$ cat src/pkg/charger_consts.vh
`ifndef CHARGER_CONSTS_VH
`define CHARGER_CONSTS_VH
// ****************************************
// Clock and timing
// ****************************************
`define CLK_HZ 40000000
`define BLINK_HZ 1
`define BLINK_HALF_CYC ((`CLK_HZ / `BLINK_HZ) / 2)
`define PRE_TIMER_MIN 30
`define FAST_TIMER_HR 10
`define SEC_CYC `CLK_HZ
`define PRE_TIMER_SEC (`PRE_TIMER_MIN * 60)
`define FAST_TIMER_SEC (`FAST_TIMER_HR * 3600)
`define OVP_DGL_CYC 16'h0FA0
`define OCP_DGL_CYC 16'h0FA0
// ****************************************
// Bus map
// ****************************************
`define REG_CTRL 8'h00
`define REG_FLAGS 8'h04
`define REG_STATUS 8'h08
`define REG_TIMER 8'h0C
`define CTRL_RESET 32'h0000_0000
`define CTRL_RETRIG_BIT 0
`define CTRL_FORCE_OFF_BIT 1
// ****************************************
// Modes
// ****************************************
`define MODE_SHUTDOWN 3'h0
`define MODE_SLEEP 3'h1
`define MODE_ACTIVE 3'h2
`define MODE_STANDBY 3'h3
`define MODE_FAULT 3'h4
`endif

$ cat src/design/charger_ctrl.v
// What this block does
// - Power-good pulls low only with input above low, above sleep level, below overvoltage.
// - Status released high when charge done, asleep, or sense pin disabled.
// - Status held low during any charge cycle, recharge included.
// - Status toggles at 1Hz while any fault is present.
// - Deglitched input overvoltage stops charging, suspends timer, enters standby.
// - Input overvoltage recovery resumes charge and timer from suspended count.
// - Output overvoltage stops charging at once, suspends timer, recovers automatically.
// - Deglitched output overcurrent latches off until input or sense toggle.
// - Output overcurrent clears the safety timer count to zero.
// - Thermal regulation blocks termination and halves timer rate.
// - Thermal shutdown turns regulator off; resumes after die cools.
// - Input low or sense disabled gives shutdown with outputs high impedance.
// - Leaving shutdown goes to sleep or active according to whether input is above sleep level.
// - Input below output plus sleep offset keeps sleep, no charging.
// - Active charging only with sense enabled and input above both thresholds.
// - Standby after termination or recoverable fault, left on recharge or fault clear.
// - Input/output overvoltage, hot and cold are recoverable, clear automatically.
// - Overcurrent and program pin faults latch until an outside toggle.
// - Timer expiry fault after 30 minutes precharge or 10 hours fast charge.
// - Terminate above recharge with low current; restart below recharge.
// - Battery temperature out of window stops, standby, blinks, resumes when normal.
// - Sense disable release acts as supply toggle, clearing latches and timer.
`timescale 1ns/1ps
`include "charger_consts.vh"
module charger_ctrl #(
	parameter [31:0] SEC_CYC = `SEC_CYC,
	parameter [31:0] PRE_SEC = `PRE_TIMER_SEC,
	parameter [31:0] FAST_SEC = `FAST_TIMER_SEC,
	parameter [31:0] BLINK_HALF = `BLINK_HALF_CYC
) (
	input wire i_ref_clk,
	input wire i_rst_n,
	input wire i_ce,
	input wire i_input_above_low,
	input wire i_input_above_sleep,
	input wire i_input_overvoltage,
	input wire i_output_overvoltage,
	input wire i_output_overcurrent,
	input wire i_thermal_regulation_active,
	input wire i_thermal_shutdown_active,
	input wire i_battery_too_warm,
	input wire i_battery_too_cool,
	input wire i_sense_above_disable,
	input wire i_output_above_recharge,
	input wire i_current_below_term,
	input wire i_output_above_lowv,
	input wire i_current_program_short,
	input wire i_voltage_program_bad,
	input wire [31:0] i_haddr,
	input wire [1:0] i_htrans,
	input wire i_hwrite,
	input wire [2:0] i_hsize,
	input wire [31:0] i_hwdata,
	input wire i_hsel,
	input wire i_hready,
	output reg [31:0] o_hrdata,
	output wire o_hreadyout,
	output wire o_hresp,
	output wire o_input_good_n_o,
	output wire o_input_good_n_oe,
	output wire o_status_o,
	output wire o_status_oe,
	output wire o_charge_enable,
	output wire [2:0] o_mode,
	output wire o_safety_timer_expired
);
	// ****************************************
	// Flag synchronisers
	// ****************************************
	wire [14:0] s;
	flag_sync #(.W(15)) u_sync (
		.i_ref_clk(i_ref_clk),
		.i_rst_n(i_rst_n),
		.i_ce(i_ce),
		.i_async({i_input_above_low, i_input_above_sleep, i_input_overvoltage, i_output_overvoltage,
			i_output_overcurrent, i_thermal_regulation_active, i_thermal_shutdown_active,
			i_battery_too_warm, i_battery_too_cool, i_sense_above_disable, i_output_above_recharge,
			i_current_below_term, i_output_above_lowv, i_current_program_short, i_voltage_program_bad}),
		.o_sync(s)
	);
	wire in_low_ok = s[14];
	wire in_sleep_ok = s[13];
	wire in_ov = s[12];
	wire out_ov = s[11];
	wire out_oc = s[10];
	wire thermal_regulation_active = s[9];
	wire thermal_shutdown_active = s[8];
	wire hot = s[7];
	wire cold = s[6];
	wire ts_en = s[5];
	wire above_rechg = s[4];
	wire below_term = s[3];
	wire above_lowv = s[2];
	wire current_program_pin_short = s[1];
	wire voltage_program_pin_bad = s[0];

	wire blink;
	blink_gen #(.HALF_CYC(BLINK_HALF)) u_blink (
		.i_ref_clk(i_ref_clk),
		.i_rst_n(i_rst_n),
		.i_ce(i_ce),
		.o_blink(blink)
	);

	// ****************************************
	// Register bus
	// ****************************************
	reg [31:0] ctrl_r;
	reg wr_pend_r;
	reg rd_pend_r;
	reg [7:0] addr_r;
	wire take = i_hsel & i_hready & i_htrans[1];
	assign o_hreadyout = 1'b1;
	assign o_hresp = 1'b0;
	// Software toggle request: same effect as an outside supply toggle
	wire sw_retrig = wr_pend_r & (addr_r == `REG_CTRL) & i_hwdata[`CTRL_RETRIG_BIT];
	wire force_off = ctrl_r[`CTRL_FORCE_OFF_BIT];

	// ****************************************
	// Deglitch counters
	// ****************************************
	reg [15:0] ovp_cnt_r;
	reg [15:0] ocp_cnt_r;
	wire in_ov_q = (ovp_cnt_r == `OVP_DGL_CYC);
	wire oc_q = (ocp_cnt_r == `OCP_DGL_CYC);

	function [15:0] dgl_next;
		input flag;
		input [15:0] cnt;
		input [15:0] lim;
		begin
			if (!flag)
				dgl_next = 16'h0000;
			else if (cnt == lim)
				dgl_next = cnt;
			else
				dgl_next = cnt + 16'h0001;
		end
	endfunction

	// ****************************************
	// Mode state machine
	// ****************************************
	reg [2:0] mode_r;
	reg [2:0] mode_nxt;
	reg latch_r;
	reg done_r;
	reg expired_r;
	reg ts_en_d_r;
	reg lowv_d_r;
	reg [31:0] sec_cnt_r;
	reg [31:0] tmr_r;
	reg half_r;

	wire powered = in_low_ok & ts_en;
	wire retrig = (ts_en & ~ts_en_d_r) | sw_retrig;
	wire recov = in_ov_q | out_ov | hot | cold;
	wire latch_cause = oc_q | current_program_pin_short | voltage_program_pin_bad;
	wire term = above_rechg & below_term & ~thermal_regulation_active;
	wire limit_hit = above_lowv ? (tmr_r >= FAST_SEC) : (tmr_r >= PRE_SEC);

	always @* begin
		mode_nxt = mode_r;
		case (mode_r)
			`MODE_SHUTDOWN: begin
				if (powered)
					mode_nxt = in_sleep_ok ? `MODE_ACTIVE : `MODE_SLEEP;
			end
			`MODE_SLEEP: begin
				if (in_sleep_ok)
					mode_nxt = `MODE_ACTIVE;
			end
			`MODE_ACTIVE: begin
				if (latch_cause || expired_r)
					mode_nxt = `MODE_FAULT;
				else if (recov || term || thermal_shutdown_active || force_off)
					mode_nxt = `MODE_STANDBY;
			end
			`MODE_STANDBY: begin
				if (latch_cause)
					mode_nxt = `MODE_FAULT;
				else if (!recov && !thermal_shutdown_active && !force_off && !(done_r && above_rechg))
					mode_nxt = `MODE_ACTIVE;
			end
			`MODE_FAULT: mode_nxt = `MODE_FAULT;
			default: mode_nxt = `MODE_SHUTDOWN;
		endcase
		if (!powered)
			mode_nxt = `MODE_SHUTDOWN;
		else if (!in_sleep_ok && mode_r != `MODE_FAULT)
			mode_nxt = `MODE_SLEEP;
		if (retrig)
			mode_nxt = `MODE_SHUTDOWN;
	end

	// Timer runs only in active charging; suspended elsewhere, with shutdown clearing the count
	wire tick = (sec_cnt_r >= SEC_CYC - 32'h0000_0001);
	wire charging = (mode_r == `MODE_ACTIVE);

	always @(posedge i_ref_clk) begin
		if (!i_rst_n) begin
			mode_r <= `MODE_SHUTDOWN;
			latch_r <= 1'b0;
			done_r <= 1'b0;
			expired_r <= 1'b0;
			ts_en_d_r <= 1'b0;
			lowv_d_r <= 1'b0;
			sec_cnt_r <= 32'h0000_0000;
			tmr_r <= 32'h0000_0000;
			half_r <= 1'b0;
			ovp_cnt_r <= 16'h0000;
			ocp_cnt_r <= 16'h0000;
			ctrl_r <= `CTRL_RESET;
			wr_pend_r <= 1'b0;
			rd_pend_r <= 1'b0;
			addr_r <= 8'h00;
			o_hrdata <= 32'h0000_0000;
		end else if (i_ce) begin
			mode_r <= mode_nxt;
			ts_en_d_r <= ts_en;
			lowv_d_r <= above_lowv;
			ovp_cnt_r <= dgl_next(in_ov, ovp_cnt_r, `OVP_DGL_CYC);
			ocp_cnt_r <= dgl_next(out_oc, ocp_cnt_r, `OCP_DGL_CYC);
			if (mode_nxt == `MODE_FAULT)
				latch_r <= 1'b1;
			if (charging && term)
				done_r <= 1'b1;
			else if (!above_rechg)
				done_r <= 1'b0;
			if (charging && limit_hit)
				expired_r <= 1'b1;
			if (mode_r == `MODE_STANDBY && done_r && !above_rechg)
				tmr_r <= 32'h0000_0000;
			if (oc_q || retrig || !powered || (above_lowv != lowv_d_r)) begin
				tmr_r <= 32'h0000_0000;
				sec_cnt_r <= 32'h0000_0000;
				// Half-rate phase restarts with the count, so a regulated cycle lasts exactly twice as long
				half_r <= 1'b0;
			end else if (charging) begin
				sec_cnt_r <= tick ? 32'h0000_0000 : sec_cnt_r + 32'h0000_0001;
				if (tick) begin
					half_r <= ~half_r;
					if (!thermal_regulation_active || half_r)
						tmr_r <= tmr_r + 32'h0000_0001;
				end
			end
			if (retrig || !powered) begin
				latch_r <= 1'b0;
				done_r <= 1'b0;
				expired_r <= 1'b0;
			end
			wr_pend_r <= take & i_hwrite;
			rd_pend_r <= take & ~i_hwrite;
			if (take)
				addr_r <= i_haddr[7:0];
			if (wr_pend_r && addr_r == `REG_CTRL)
				ctrl_r <= {30'h0000_0000, i_hwdata[1], 1'b0};
			if (take && !i_hwrite) begin
				case (i_haddr[7:0])
					`REG_CTRL: o_hrdata <= ctrl_r;
					`REG_FLAGS: o_hrdata <= {17'h0_0000, s};
					`REG_STATUS: o_hrdata <= {26'h000_0000, expired_r, latch_r, done_r, mode_r};
					`REG_TIMER: o_hrdata <= tmr_r;
					default: o_hrdata <= 32'h0000_0000;
				endcase
			end
		end
	end

	// ****************************************
	// Pins
	// ****************************************
	wire any_fault = (mode_r == `MODE_FAULT) | expired_r | recov | latch_cause;
	wire stat_low = any_fault ? blink : (charging | (mode_r == `MODE_STANDBY & ~done_r));
	wire pg_low = in_low_ok & in_sleep_ok & ~in_ov_q;
	// Low output enable drives the pin; shutdown releases both
	assign o_input_good_n_o = 1'b0;
	assign o_input_good_n_oe = ~(pg_low & ts_en & (mode_r != `MODE_SHUTDOWN));
	assign o_status_o = 1'b0;
	assign o_status_oe = ~(stat_low & mode_r != `MODE_SHUTDOWN & mode_r != `MODE_SLEEP);
	assign o_charge_enable = charging & ~thermal_shutdown_active & ~in_ov_q & ~out_ov;
	assign o_mode = mode_r;
	assign o_safety_timer_expired = expired_r;
endmodule // charger_ctrl

$ cat src/design/flag_sync.v
`timescale 1ns/1ps
`include "charger_consts.vh"
module flag_sync #(
	parameter W = 13
) (
	input wire i_ref_clk,
	input wire i_rst_n,
	input wire i_ce,
	input wire [W-1:0] i_async,
	output reg [W-1:0] o_sync
);
	reg [W-1:0] meta_r;
	// Two stages; the first is read by nothing else
	always @(posedge i_ref_clk) begin
		if (!i_rst_n) begin
			meta_r <= {W{1'b0}};
			o_sync <= {W{1'b0}};
		end else if (i_ce) begin
			meta_r <= i_async;
			o_sync <= meta_r;
		end
	end
endmodule // flag_sync

$ cat src/design/blink_gen.v
`timescale 1ns/1ps
`include "charger_consts.vh"
module blink_gen #(
	parameter [31:0] HALF_CYC = `BLINK_HALF_CYC
) (
	input wire i_ref_clk,
	input wire i_rst_n,
	input wire i_ce,
	output reg o_blink
);
	reg [31:0] cnt_r;
	// Equal halves so the LED duty is 50 percent
	always @(posedge i_ref_clk) begin
		if (!i_rst_n) begin
			cnt_r <= 32'h0000_0000;
			o_blink <= 1'b0;
		end else if (i_ce) begin
			if (cnt_r >= HALF_CYC - 32'h0000_0001) begin
				cnt_r <= 32'h0000_0000;
				o_blink <= ~o_blink;
			end else begin
				cnt_r <= cnt_r + 32'h0000_0001;
			end
		end
	end
endmodule // blink_gen

$ cat config.mk
export PLATFORM = sky130hd
export DESIGN_NAME = charger_ctrl
export DESIGN_NICKNAME = d
export VERILOG_FILES = /design/src/design/charger_ctrl.v /design/src/design/flag_sync.v /design/src/design/blink_gen.v
export VERILOG_INCLUDE_DIRS = /design/src /design/src/pkg
export SDC_FILE = /design/constraint.sdc
export NUM_CORES = 1
export LEC_CHECK = 0
export BUFFER_PORTS_ARGS = -buffer_cell sky130_fd_sc_hd__buf_2
export CAP_MARGIN = 20
export CORE_UTILIZATION = 52
export DETAILED_ROUTE_END_ITERATION = 7
export GPL_ROUTABILITY_DRIVEN = 1
export MAX_ROUTING_LAYER = met4
export PLACE_DENSITY = 0.73
export SLEW_MARGIN = 20
export SYNTH_ARGS = -nofsm -noshare
export SYNTH_HDL_FRONTEND = slang
export SYNTH_SLANG_ARGS = --single-unit
$ cat constraint.sdc
create_clock -name i_ref_clk -period 2.4 [get_ports i_ref_clk]
set_input_delay 0.12 -clock i_ref_clk [delete_from_list [all_inputs] [get_ports i_ref_clk]]
set_output_delay 0.12 -clock i_ref_clk [all_outputs]
set_load 0.01 [all_outputs]
**Yosys cells after proc, flatten, opt, wreduce, memory -nomap -nowiden**

Index checks and enable logic that the tools add are counted.

- Add/subtract/negate cells: 5
- Multiply operators: 0
- Div/mod/pow operators: 0
- $lt $le $gt $ge: 4
- Equal/unequal tests: 16
- Shifts and indexed selects: 0
- Multiplexer cells: 36
- Bitwise logic cells: 39
- Reduce and logical (&&, ||, !) cells: 48

Operators by type and width:

| kind | number |
|---|---|
| two-way mux 32 bit | 9 |
| one-hot mux 32 bit (4 select lines) | 1 |
| adder 32 x 1 -> 32 bit (second input constant) | 3 |
| two-way mux 16 bit | 4 |
| adder 16 x 1 -> 16 bit (second input constant) | 2 |
| equality test 16 x 12 -> 1 bit (second input constant) | 2 |
| >= comparator 32 x 11 -> 1 bit (second input constant) | 1 |
| >= comparator 32 x 16 -> 1 bit (second input constant) | 1 |
| >= comparator 32 x 25 -> 1 bit (second input constant) | 1 |
| >= comparator 32 x 26 -> 1 bit (second input constant) | 1 |
| two-way mux 3 bit | 8 |
| AND reduction 2 bit | 10 |
| AND 1 bit | 19 |
| equality test 8 x 4 -> 1 bit (second input constant) | 2 |
| logical NOT 8 bit | 2 |
| one-hot mux 3 bit (5 select lines) | 1 |
| two-way mux 1 bit | 12 |
| logical AND 1 bit | 11 |
| inverter 1 bit | 10 |
| bitwise OR 1 bit | 10 |
| logical NOT 1 bit | 9 |
| logical OR 1 bit | 9 |
| equality test 8 x 3 -> 1 bit (second input constant) | 1 |
| nonzero test 2 bit | 4 |
| other kinds (11) | 15 |

- Bits in registers: 210
- Latch bits: 0
- Memory bits (writable): 0
- ROM bits: 0
- Logic and storage cells: 167
- Memories kept: 0

**Logic depth before layout (Yosys ltp)**

Gate-level depths: netlist of run 1.

- Depth in word-level cells: 17
- Gate-level depth with buffers: 10

**Cells and area by module**

From an unflattened synthesis of run 1, not the netlist that was laid out.

- Cell total of the unflattened synthesis: 1188
- Area, all modules: 10317.4 sq um

Modules (own cells, without submodules):

| module | times used | cells each | area an instance (sq um) | seq. area each (sq um) |
|---|---|---|---|---|
| charger_ctrl | 1 | 908 | 7433.4 | 2942.8 |
| blink_gen | 1 | 183 | 1712.9 | 660.6 |
| flag_sync | 1 | 97 | 1171.1 | 600.6 |

**Worst setup path after synthesis of run 1**

OpenSTA, ideal clock, no wires.

- Path type: register -> register
- From: register ocp_cnt_r[0]
- To: register tmr_r[19]
- Library setup time: 0.079 ns
- Data arrival time: 2.151 ns
- Path slack: 0.170 ns
- Stages on the path, launching flop included: 11
- Buffers on the path: 2
- Clock period less this slack: 2.230 ns
- Path through: dfxtp_1 inv_1 ha_1 nor4b_1 nand4b_1 buf_2 and4_1 clkbuf_1 nand2_1 or4_1 a22oi_1

- Longest elaborated chain between the ends: 5

Ends and longest elaborated chain:

| what | RTL line | RTL |
|---|---|---|
| start, declared | charger_ctrl.v:124 | `reg [15:0] ocp_cnt_r;` |
| start signal, assigned | charger_ctrl.v:224 | `` ocp_cnt_r <= dgl_next(out_oc, ocp_cnt_r, `OCP_DGL_CYC); `` |
| equality test 16 x 12 -> 1 bit | n/a |  |
| logical OR 1 bit (3 in series) | charger_ctrl.v:235 | `if (oc_q \|\| retrig \|\| !powered \|\| (above_lowv != lowv_d_r)) begin` |
| two-way mux 32 bit | charger_ctrl.v:235 |  |
| end signal, assigned | charger_ctrl.v:245 | `tmr_r <= tmr_r + 32'h0000_0001;` |
| end, declared | charger_ctrl.v:153 | `reg [31:0] tmr_r;` |

No other way between the ends.
A chain may end at the register's enable or synchronous reset.

**Worst setup path after layout of run 1**

- From: register ocp_cnt_r[1]
- To: output port o_status_oe

- Longest elaborated chain between the ends: 8

Ends and longest elaborated chain:

| what | RTL line | RTL |
|---|---|---|
| equality test 16 x 12 -> 1 bit | n/a |  |
| bitwise OR 1 bit (2 in series) | charger_ctrl.v:159 | `wire latch_cause = oc_q \| current_program_pin_short \| voltage_program_pin_bad;` |
| bitwise OR 1 bit | charger_ctrl.v:274 | `` wire any_fault = (mode_r == `MODE_FAULT) \| expired_r \| recov \| latch_cause; `` |
| two-way mux 1 bit | charger_ctrl.v:275 | `` wire stat_low = any_fault ? blink : (charging \| (mode_r == `MODE_STANDBY & ~done_r)); `` |
| AND 1 bit (no line) (2 in series) | n/a |  |
| inverter 1 bit | charger_ctrl.v:281 | `` assign o_status_oe = ~(stat_low & mode_r != `MODE_SHUTDOWN & mode_r != `MODE_SLEEP); `` |
| end, declared | charger_ctrl.v:63 | `output wire o_status_oe,` |

No other way between the ends.

==> impl_metrics.py, run 1 <==
metrics = {
    "setup_path": {
        "path_class": "reg -> out",
        "worstPathMaxFanout": 10,
        "startpoint_type": "flip-flop",
        "endpoint_kind": "output pin",
        "worstPathRequired_ns": 2.28,
        "worst-endpoint-arrival_ns": 2.25,
    },
    "synthesis": {
        "synth-seq-cells": 210,
        "synth_area_um2": 10180,
        "ys_async_sr_fraction": 0,
        "synth-main-ff-cell": "dfxtp_1",
        "yosys.cell_types.count": 78,
        "ys_warn_count": 0,
        "synth_edf_count": 0,
        "yosysSeqAreaShare": 0.4128,
        "syn_inst": 1224,
        "synth_area_per_cell_um2": 8.320,
    },
    "routing": {
        "wirelength_um": 27020,
        "route.detailed.wl_per_inst_um": 16.55,
        "drtAntennaViolNets": 0,
        "drt-pass1-iter-count": 6,
        "dr_total_vias": 9621,
        "routed_via_density": 5.895,
        "drc": 0,
        "dr.first_iter.drc_count": 641,
    },
    "timing": {
        "hold_viol_final": 0,
        "setup_ws_ns": 0.03399,
        "rsz0062_at_grt": "yes",
        "skew_ns": 0.009296,
        "setup_violations": 0,
        "slew_headroom": 0.5767,
        "finalCritPeriodShare": 0.9858,
        "max_freq_mhz": 422.7,
        "hold_ws_ns": 0.03751,
        "finalCriticalPeriod_ns": 2.366,
        "tightest_slew_ns": 0.6341,
        "slew_violations": 0,
    },
    "status": {
        "status": "finished clean",
    },
    "die": {
        "die_w_um": 141.9,
        "floorplan.initialDensity": 0.5372,
        "die_h_um": 141.9,
        "io_pins": 133,
        "row_count": 50,
        "die_area_um2": 20150,
        "core_area_um2": 18960,
    },
    "clocking": {
        "ctsLongestPathBuffers": 3,
        "clk_pin_slew_worst_paths_ns": 0.06,
        "cts.sinks": 210,
        "h-tree-depth": 1,
        "cts_tree": "yes",
        "cts-root-buf": "clkbuf_16",
        "cts_buffers": 23,
        "clock_latency_ns": 0.52,
    },
    "global_route": {
        "antenna_found_initial": 2,
        "grt_pass1_vias": 8956,
        "overflow": 0,
        "grt_pass1_wl_um": 43940,
        "grt_max_degree": 39,
        "grt_use_total": 0.2751,
    },
    "min_path": {
        "min-delay-path-class": "in -> reg",
    },
    "placed_design": {
        "dp_slack_ns": 0.06496,
        "hpwl_um": 18230,
        "globalplace.congestion": 0.9598,
        "placed_area_um2": 11200,
        "port_buffers": 70,
    },
    "pwr": {
        "p_leak_uw": 0.004488,
        "pwr_density_cell_nw_per_um2": 599.2,
        "p_total_uw": 7327,
        "ir_drop_mv": 0.4063,
    },
    "final_layout": {
        "syn2layout_area_growth_pct": 20.06,
        "fin_area_um2": 12230,
        "num-nets-final": 1453,
        "final_core_util": 0.6450,
        "drive_above_1_share": 0.1628,
    },
    "job": {
        "cap_violations": 0,
    },
}
==> critical path: stages, from the launching register on <==
cell and delay (ns):
dfxtp_1 0.35, inv_1 0.07, ha_1 0.17, nor4b_2 0.15, nand4b_1 0.17, buf_6 0.17, nand3_1 0.09, nor3_2 0.19
nor2_1 0.10, a21oi_2 0.12, buf_2 0.15
==> per-stage QoR <==
stage,cells,TNS (ns)
3_5_place_dp,1565,0
2_1_floorplan,1226,0
3_3_place_gp,1565,0
5_1_grt,1632,-0.1170
4_1_cts,1630,0
6_report,1632,0
==> report_power, final <==
part	switching [µW]	internal, µW
registers	31.3	3520
logic	186	132
clock network	1450	2010
==> area by class of cell <==
class	count	area, µm²
Clock inverter	9	91.34
Antenna cell	2	5.005
Timing Repair Buffer	183	1305
Inverter	32	120.1
Multi-Input combinational cell	905	5530
Sequential cell	210	4204
Clock buffer	31	645.6
Fill cell	1575	6729
Tap cell	260	325.3
==> layout by cell type (no fill, tap or decap), drive strengths merged, types with 11 or more instances in the layout <==
cell,instances
nand2,100
xor2,32
xnor2,36
dfxtp,210
a22oi,20
clkbuf,31
buf,158
or3,24
and3,16
a21oi,57
nand3,63
nor3,21
a31oi,20
nand4,47
and4,15
mux2i,43
nor2,189
nor4,23
dlygate4sd3,25
a32oi,11
o21ai,42
inv,33
==> kinds of logic after synthesis <==
logic type | Yosys count | share of synthesized area
simple gates | 546 | 0.2675
compound gates | 231 | 0.1537
flops | 210 | 0.4128
buf+inv | 111 | 0.04804
xor+xnor | 68 | 0.05848
mux | 48 | 0.04890
fa+ha+maj | 8 | 0.009830
other cells | 2 | 0.0007375
==> final timing paths <==
check             depth (start not counted)  slack [ns]             to     startpoint
setup reg to reg                          6        0.05  sec_cnt_r[27]  ocp_cnt_r[15]
hold reg to reg                           2        0.45    o_hrdata[4]    o_hrdata[4]
hold / removal                            2        0.04         half_r        i_rst_n
setup / recovery                         10        0.03    o_status_oe   ocp_cnt_r[1]
==> registers in the layout (all words and copies together), names as in the netlist <==
name / flops
o_hrdata: 32
wr_pend_r: 1
u_blink.o_blink: 1
done_r: 1
half_r: 1
ocp_cnt_r: 16
ovp_cnt_r: 16
u_sync.meta_r: 15
o_safety_timer_expired: 1
u_sync.o_sync: 15
o_mode: 3
addr_r: 8
ctrl_r: 1
latch_r: 1
u_blink.cnt_r: 32
lowv_d_r: 1
sec_cnt_r: 32
ts_en_d_r: 1
tmr_r: 32
==> per-layer routing <==
layer,share of wire,global-route usage
met2,0.46,0.4402
met3,0.063,0.04172
met5,0,-
met4,0.034,0.1104
met1,0.44,0.3488
==> synthesized netlist by cell type (all sizes together) (5+ instances only) <==
cell type	n	area [µm²]
a2111oi	5	62.56
a211oi	9	72.57
a21o	7	52.55
a21oi	57	285.3
a221o	5	50.05
a22o	5	43.79
a22oi	20	150.1
a31oi	20	125.1
a32oi	11	96.34
and2	9	56.31
and3	16	100.1
and4	15	133.9
buf	31	188.9
clkbuf	48	180.2
dfxtp	210	4204
ha	8	100.1
inv	32	120.1
mux2i	43	430.4
nand2	100	375.4
nand2b	7	43.79
nand3	63	320.3
nand4	47	300.3
nor2	189	711.9
nor3	21	110.1
nor4	23	156.4
o211ai	8	60.06
o21ai	42	210.2
o22ai	6	37.54
o31ai	7	57.55
or3	24	150.1
or4	9	75.07
xnor2	36	315.3
xor2	32	280.3
==> what timing repair did <==
item / CTS / global route
pin swaps: 1 / 1
endpoints found under the setup margin: 1 / 15
gates cloned: 0 / 0
endpoints found under the hold margin: 27 / 0
hold buffers: 25 / 0
resized for setup: 4 / 5
setup buffers: 0 / 0
No activity file was read; power rests on OpenSTA's default activity.
==> run 2: changes to the inputs <==
CORE_UTILIZATION = 56   (was 52)
PLACE_DENSITY = 0.78   (was 0.73)
clock period = 2.8 ns   (was 2.4 ns; I/O delays follow)
==> run 2 against run 1 <==
Cell area fell by 3.9%; critical path depth is 3 lower; global-route usage grew 1.4 points; combinational power fell by 19%; clock power fell by 13%; non-clock buffer count shrank 52; total power fell by 14%; sequential power is 14% lower; routed wire length is 2.9% lower; clock skew increased by 0.0029 ns; largest cell class unchanged.
==> impl_metrics.py, run 2 (same netlist as run 1, synthesis figures left out) <==
metrics = {
    "placed_design": {
        "globalplace.congestion": 0.9442,
        "port_buffers": 70,
        "hpwl_um": 17660,
        "placed_area_um2": 10760,
    },
    "setup_path": {
        "worstPathRequired_ns": 3.21,
        "reg2reg_to": "tmr_r[10]",
        "slowest_delay_ns": 0.56,
        "path_class": "reg -> reg",
        "path_depth": 7,
        "path_buf_inv": 1,
        "startpoint_type": "flip-flop",
        "worstPathMaxFanout": 16,
        "r2r-start": "sec_cnt_r[18]",
        "worstRegToRegCells": 7,
        "worst-endpoint-arrival_ns": 2.99,
        "slowest_stage": "or4_4",
        "crit_family": "simple AND/OR/NAND/NOR gates",
        "endpoint_kind": "flip-flop",
        "r2r_slack_ns": 0.22,
        "cp_cell_sequence": "or4_4, a2111oi_4, and3_1, or2_1, buf_12, a31oi_1, a31o_2",
    },
    "timing": {
        "setup_tns_ns": 0,
        "setup_violations": 0,
        "slew_headroom": 0.4954,
        "max_freq_mhz": 387.8,
        "slew_violations": 0,
        "finalCriticalPeriod_ns": 2.578,
        "rsz0062_at_grt": "no",
        "skew_ns": 0.01222,
        "hold_viol_final": 0,
        "finalCritPeriodShare": 0.9209,
        "tightest_slew_ns": 0.7500,
    },
    "global_route": {
        "grt_pass1_wl_um": 42530,
        "grt_max_degree": 66,
        "antenna_found_initial": 1,
        "overflow": 0,
        "grt_use_total": 0.2894,
        "grt_pass1_vias": 8761,
    },
    "final_layout": {
        "syn2layout_area_growth_pct": 15.36,
        "drive_above_1_share": 0.1253,
        "fin_area_um2": 11750,
        "final_cell_mix": "210 x dfxtp_1, 188 x nor2_1, 100 x nand2_1",
        "num-nets-final": 1400,
        "layout_commonest_cell": "dfxtp_1",
    },
    "die": {
        "die_area_um2": 18730,
        "row_count": 48,
        "core_area_um2": 17540,
        "die_h_um": 136.9,
        "io_pins": 133,
        "floorplan.initialDensity": 0.5807,
        "die_w_um": 136.9,
    },
    "clocking": {
        "cts-resized-gates": 0,
        "cts_buffers": 22,
        "clock_latency_ns": 0.51,
        "cts_tree": "yes",
        "cts.sinks": 210,
        "cts-root-buf": "clkbuf_16",
        "ctsLongestPathBuffers": 3,
        "clk_pin_slew_worst_paths_ns": 0.06,
        "h-tree-depth": 1,
    },
    "pwr": {
        "pwr_density_cell_nw_per_um2": 536.8,
        "p_leak_uw": 0.004215,
        "ir_drop_mv": 0.4959,
    },
    "routing": {
        "dr.first_iter.drc_count": 720,
        "wirelength_um": 26230,
        "drtAntennaViolNets": 0,
        "routed_via_density": 6.052,
        "dr_total_vias": 9339,
        "drc": 0,
        "route.detailed.wl_per_inst_um": 17.00,
        "drt-pass1-iter-count": 6,
    },
    "job": {
        "cap_violations": 0,
    },
    "min_path": {
        "hp-start": "i_rst_n",
        "whs_endpoint": "o_hrdata[20]",
        "hold_depth": 3,
        "min-delay-path-class": "in -> reg",
    },
    "status": {
        "status": "finished clean",
    },
}
## run 2: report_power, final
group,internal [µW],switching [µW],total [µW],leakage [µW]
registers,3020,29.5,3050,0.00170
logic,102,154,257,0.00215
clock network,1810,1190,3000,0.000372
## run 2: cell type report
class | instances | area (µm²)
fill | 1421 | 5789
clock buffer | 32 | 659.4
clock inverter | 7 | 85.08
sequential | 210 | 4204
antenna | 1 | 2.502
multi-input combinational | 905 | 5502
timing repair buffer | 131 | 893.4
tap | 225 | 281.5
inverter | 32 | 120.1
## run 2: worst max-delay path by stage
stage                     slack, ns           to           from
after floorplan                0.57    tmr_r[19]   ocp_cnt_r[0]
after CTS                      0.27    tmr_r[10]  sec_cnt_r[18]
after global placement         0.32    tmr_r[10]  sec_cnt_r[18]
after detailed placement       0.27    tmr_r[10]  sec_cnt_r[18]
final                          0.22    tmr_r[10]  sec_cnt_r[18]
after global routing          0.009  o_status_oe   ocp_cnt_r[0]
## run 2: repair_timing
action | 4_1_cts | 5_1_grt
hold endpoints to repair | 25 | 0
hold buffers | 24 | 0
setup buffers | 0 | 0
endpoints found under the setup margin | 0 | 0
## run 2: through the flow
stage | cells | total power (µW) | hold slack, ns | util | worst slack (ns)
after CTS | 1542 | 6328 | 0.1119 | 0.6697 | 0.2686
after global placement | 1479 | 3331 | 0.3780 | 0.6136 | 0.3184
final | 1543 | 6306 | 0.1257 | 0.6699 | 0.2216
after floorplan | 1226 | 3260 | 0.2760 | - | 0.5701
after global routing | 1543 | 6491 | 0.1438 | 0.6699 | 0.009315
after detailed placement | 1479 | 3335 | 0.3866 | 0.6136 | 0.2669
## run 2: worst reg2reg max path: stages, from the launching register on
cell	delay, ns
dfxtp_1	0.33
or4_4	0.56
a2111oi_4	0.27
and3_1	0.26
or2_1	0.50
buf_12	0.22
a31oi_1	0.10
a31o_2	0.25
## run 2: metal layers
layer | GRT usage | vias to the layer above | part of all wire
li1 | - | 4570 | -
met1 | 0.3753 | 4394 | 0.45
met2 | 0.4512 | 296 | 0.45
met3 | 0.04148 | 79 | 0.058
met4 | 0.1221 | 0 | 0.038
met5 | - | - | 0
==> run 3: changes to the inputs <==
CORE_UTILIZATION = 52   (was 56)
MAX_ROUTING_LAYER = unset   (was met4)
PLACE_DENSITY = 0.76   (was 0.78)
clock period = 2.2 ns   (was 2.8 ns; I/O delays follow)
==> run 3 against run 2 <==
Largest power group unchanged; count of clock-buffer cells in the layout down 3; total power is 28% higher; flip-flop and latch count unchanged; via count up 11%; utilization up 4.6 points; global-route usage decreased by 0.88 points; cell count up 11%; the run now ends with negative setup slack left; sequential power up 27%; fmax grew 10%; cell area is 15% higher; largest cell class unchanged.
==> impl_metrics.py, run 3 (same netlist as run 1, synthesis figures left out) <==
metrics = {
    "global_route": {
        "grt_use_total": 0.2806,
        "overflow": 0,
        "antenna_found_initial": 1,
        "grt_max_degree": 61,
        "grt_pass1_wl_um": 46110,
        "grt_pass1_vias": 9488,
    },
    "clocking": {
        "clk_pin_slew_worst_paths_ns": 0.06,
        "clock_latency_ns": 0.52,
        "cts_tree": "yes",
        "h-tree-depth": 1,
        "cts-root-buf": "clkbuf_16",
        "ctsLongestPathBuffers": 3,
        "cts.sinks": 210,
        "cts_buffers": 23,
    },
    "routing": {
        "routed_via_density": 6.041,
        "drtAntennaViolNets": 0,
        "drc": 0,
        "wirelength_um": 30790,
        "drt-pass1-iter-count": 5,
        "dr_total_vias": 10360,
        "route.detailed.wl_per_inst_um": 17.95,
        "dr.first_iter.drc_count": 926,
    },
    "setup_path": {
        "worstPathRequired_ns": 2.61,
        "worst-endpoint-arrival_ns": 2.75,
        "path_class": "reg -> reg",
        "r2r-start": "sec_cnt_r[18]",
        "critPathLaunch": "sec_cnt_r[18]",
        "endpoint_kind": "flip-flop",
        "reg2reg_to": "tmr_r[23]",
        "worstPathMaxFanout": 7,
        "startpoint_type": "flip-flop",
        "worstRegToRegCells": 7,
        "r2r_slack_ns": -0.14,
    },
    "pwr": {
        "p_total_uw": 8103,
        "ir_drop_mv": 0.5259,
        "p_leak_uw": 0.005068,
        "pwr_density_cell_nw_per_um2": 597.4,
    },
    "timing": {
        "hold_viol_final": 0,
        "finalCriticalPeriod_ns": 2.344,
        "slew_headroom": 0.5569,
        "setup_ws_ns": -0.1439,
        "setup_violations": 51,
        "skew_ns": 0.02629,
        "slew_violations": 0,
        "finalCritPeriodShare": 1.065,
        "rsz0062_at_grt": "yes",
        "tightest_slew_ns": 0.6646,
        "hold_ws_ns": 0.1393,
        "max_freq_mhz": 426.6,
    },
    "placed_design": {
        "dp_slack_ns": -0.2042,
        "hpwl_um": 19140,
        "port_buffers": 70,
        "globalplace.congestion": 0.9724,
    },
    "final_layout": {
        "layout_commonest_cell": "dfxtp_1",
        "num-nets-final": 1536,
        "drive_above_1_share": 0.2689,
        "syn2layout_area_growth_pct": 33.20,
        "final_cell_mix": "205 x dfxtp_1, 174 x nor2_1, 138 x buf_4",
    },
    "die": {
        "core_area_um2": 18960,
        "die_w_um": 141.9,
        "row_count": 50,
        "io_pins": 133,
        "die_h_um": 141.9,
        "floorplan.initialDensity": 0.5372,
        "die_area_um2": 20150,
    },
    "status": {
        "violations": "negative setup slack",
        "status": "complete, but fails checks",
    },
    "min_path": {
        "hold_depth": 5,
        "min-delay-path-class": "in -> reg",
        "whs_endpoint": "o_hrdata[1]",
        "hp-start": "i_htrans[1]",
    },
    "job": {
        "cap_violations": 0,
    },
}
-- run 3: cell types whose count changed in the layout (fill, tap and decap cells not counted), moves of 6 or more --
| cell | before | now |
|---|---|---|
| buf_4 | 35 | 138 |
| nor2_4 | 0 | 7 |
| a21oi_2 | 0 | 10 |
| nand3_1 | 62 | 56 |
| buf_6 | 0 | 18 |
| a21oi_1 | 57 | 47 |
| nor2_1 | 188 | 174 |
| nor2_2 | 1 | 8 |
-- run 3: how the worst max path moves through the flow --
stage | end | depth (start not counted)
after floorplan | tmr_r[23] | 7
after global placement | sec_cnt_r[27] | 8
after detailed placement | sec_cnt_r[27] | 8
after CTS | sec_cnt_r[30] | 12
after global routing | sec_cnt_r[27] | 9
final | tmr_r[23] | 7
-- run 3: area by class of cell --
class,count,area (µm²)
antenna,1,2.502
clock buffer,29,658.1
clock inverter,12,93.84
fill,1337,5391
inverter,32,120.1
multi-input combinational,906,6048
sequential,210,4210
tap,260,325.3
timing repair buffer,265,2106
-- run 3: per-stage QoR --
stage	util	TNS (ns)	std cells	cell area, µm²
5_1_grt	0.7154	-6.427	1714	13560
6_report	0.7156	-3.488	1715	13560
2_1_floorplan	-	0	1226	10190
4_1_cts	0.6777	-0.7864	1692	12850
3_3_place_gp	0.6112	-1.206	1616	11580
3_5_place_dp	0.6112	-2.463	1616	11580
-- run 3: routing by layer --
metal  GRT usage  vias up  routed length [µm]
li1            -     4861                   -
met1      0.3499     4962               12810
met2      0.4695      420               14560
met3     0.04778      118                1957
met4      0.1381        0                1463
met5           0        -                   0
-- run 3: power breakdown --
group	switching, µW	total [µW]	internal (µW)
sequential	35.2	3880	3840
combinational	232	405	172
clock	1590	3820	2230
total	1860	8100	6240
-- run 3: repair_timing --
item / 4_1_cts / 5_1_grt
buffers inserted: 7 / 16
hold buffers: 26 / 0
hold endpoints to repair: 29 / 0
gates resized for setup: 44 / 105
setup endpoints to repair: 54 / 77
gates cloned: 2 / 8
pin swaps: 28 / 43
-- run 3: worst max-delay path: stages, from the launching register on --
cell and delay [ns]:
dfxtp_2 0.32, or4_4 0.58, a2bb2oi_4 0.18, a32o_2 0.27, or2_4 0.29, buf_6 0.15, and3_4 0.17, a221o_1 0.29
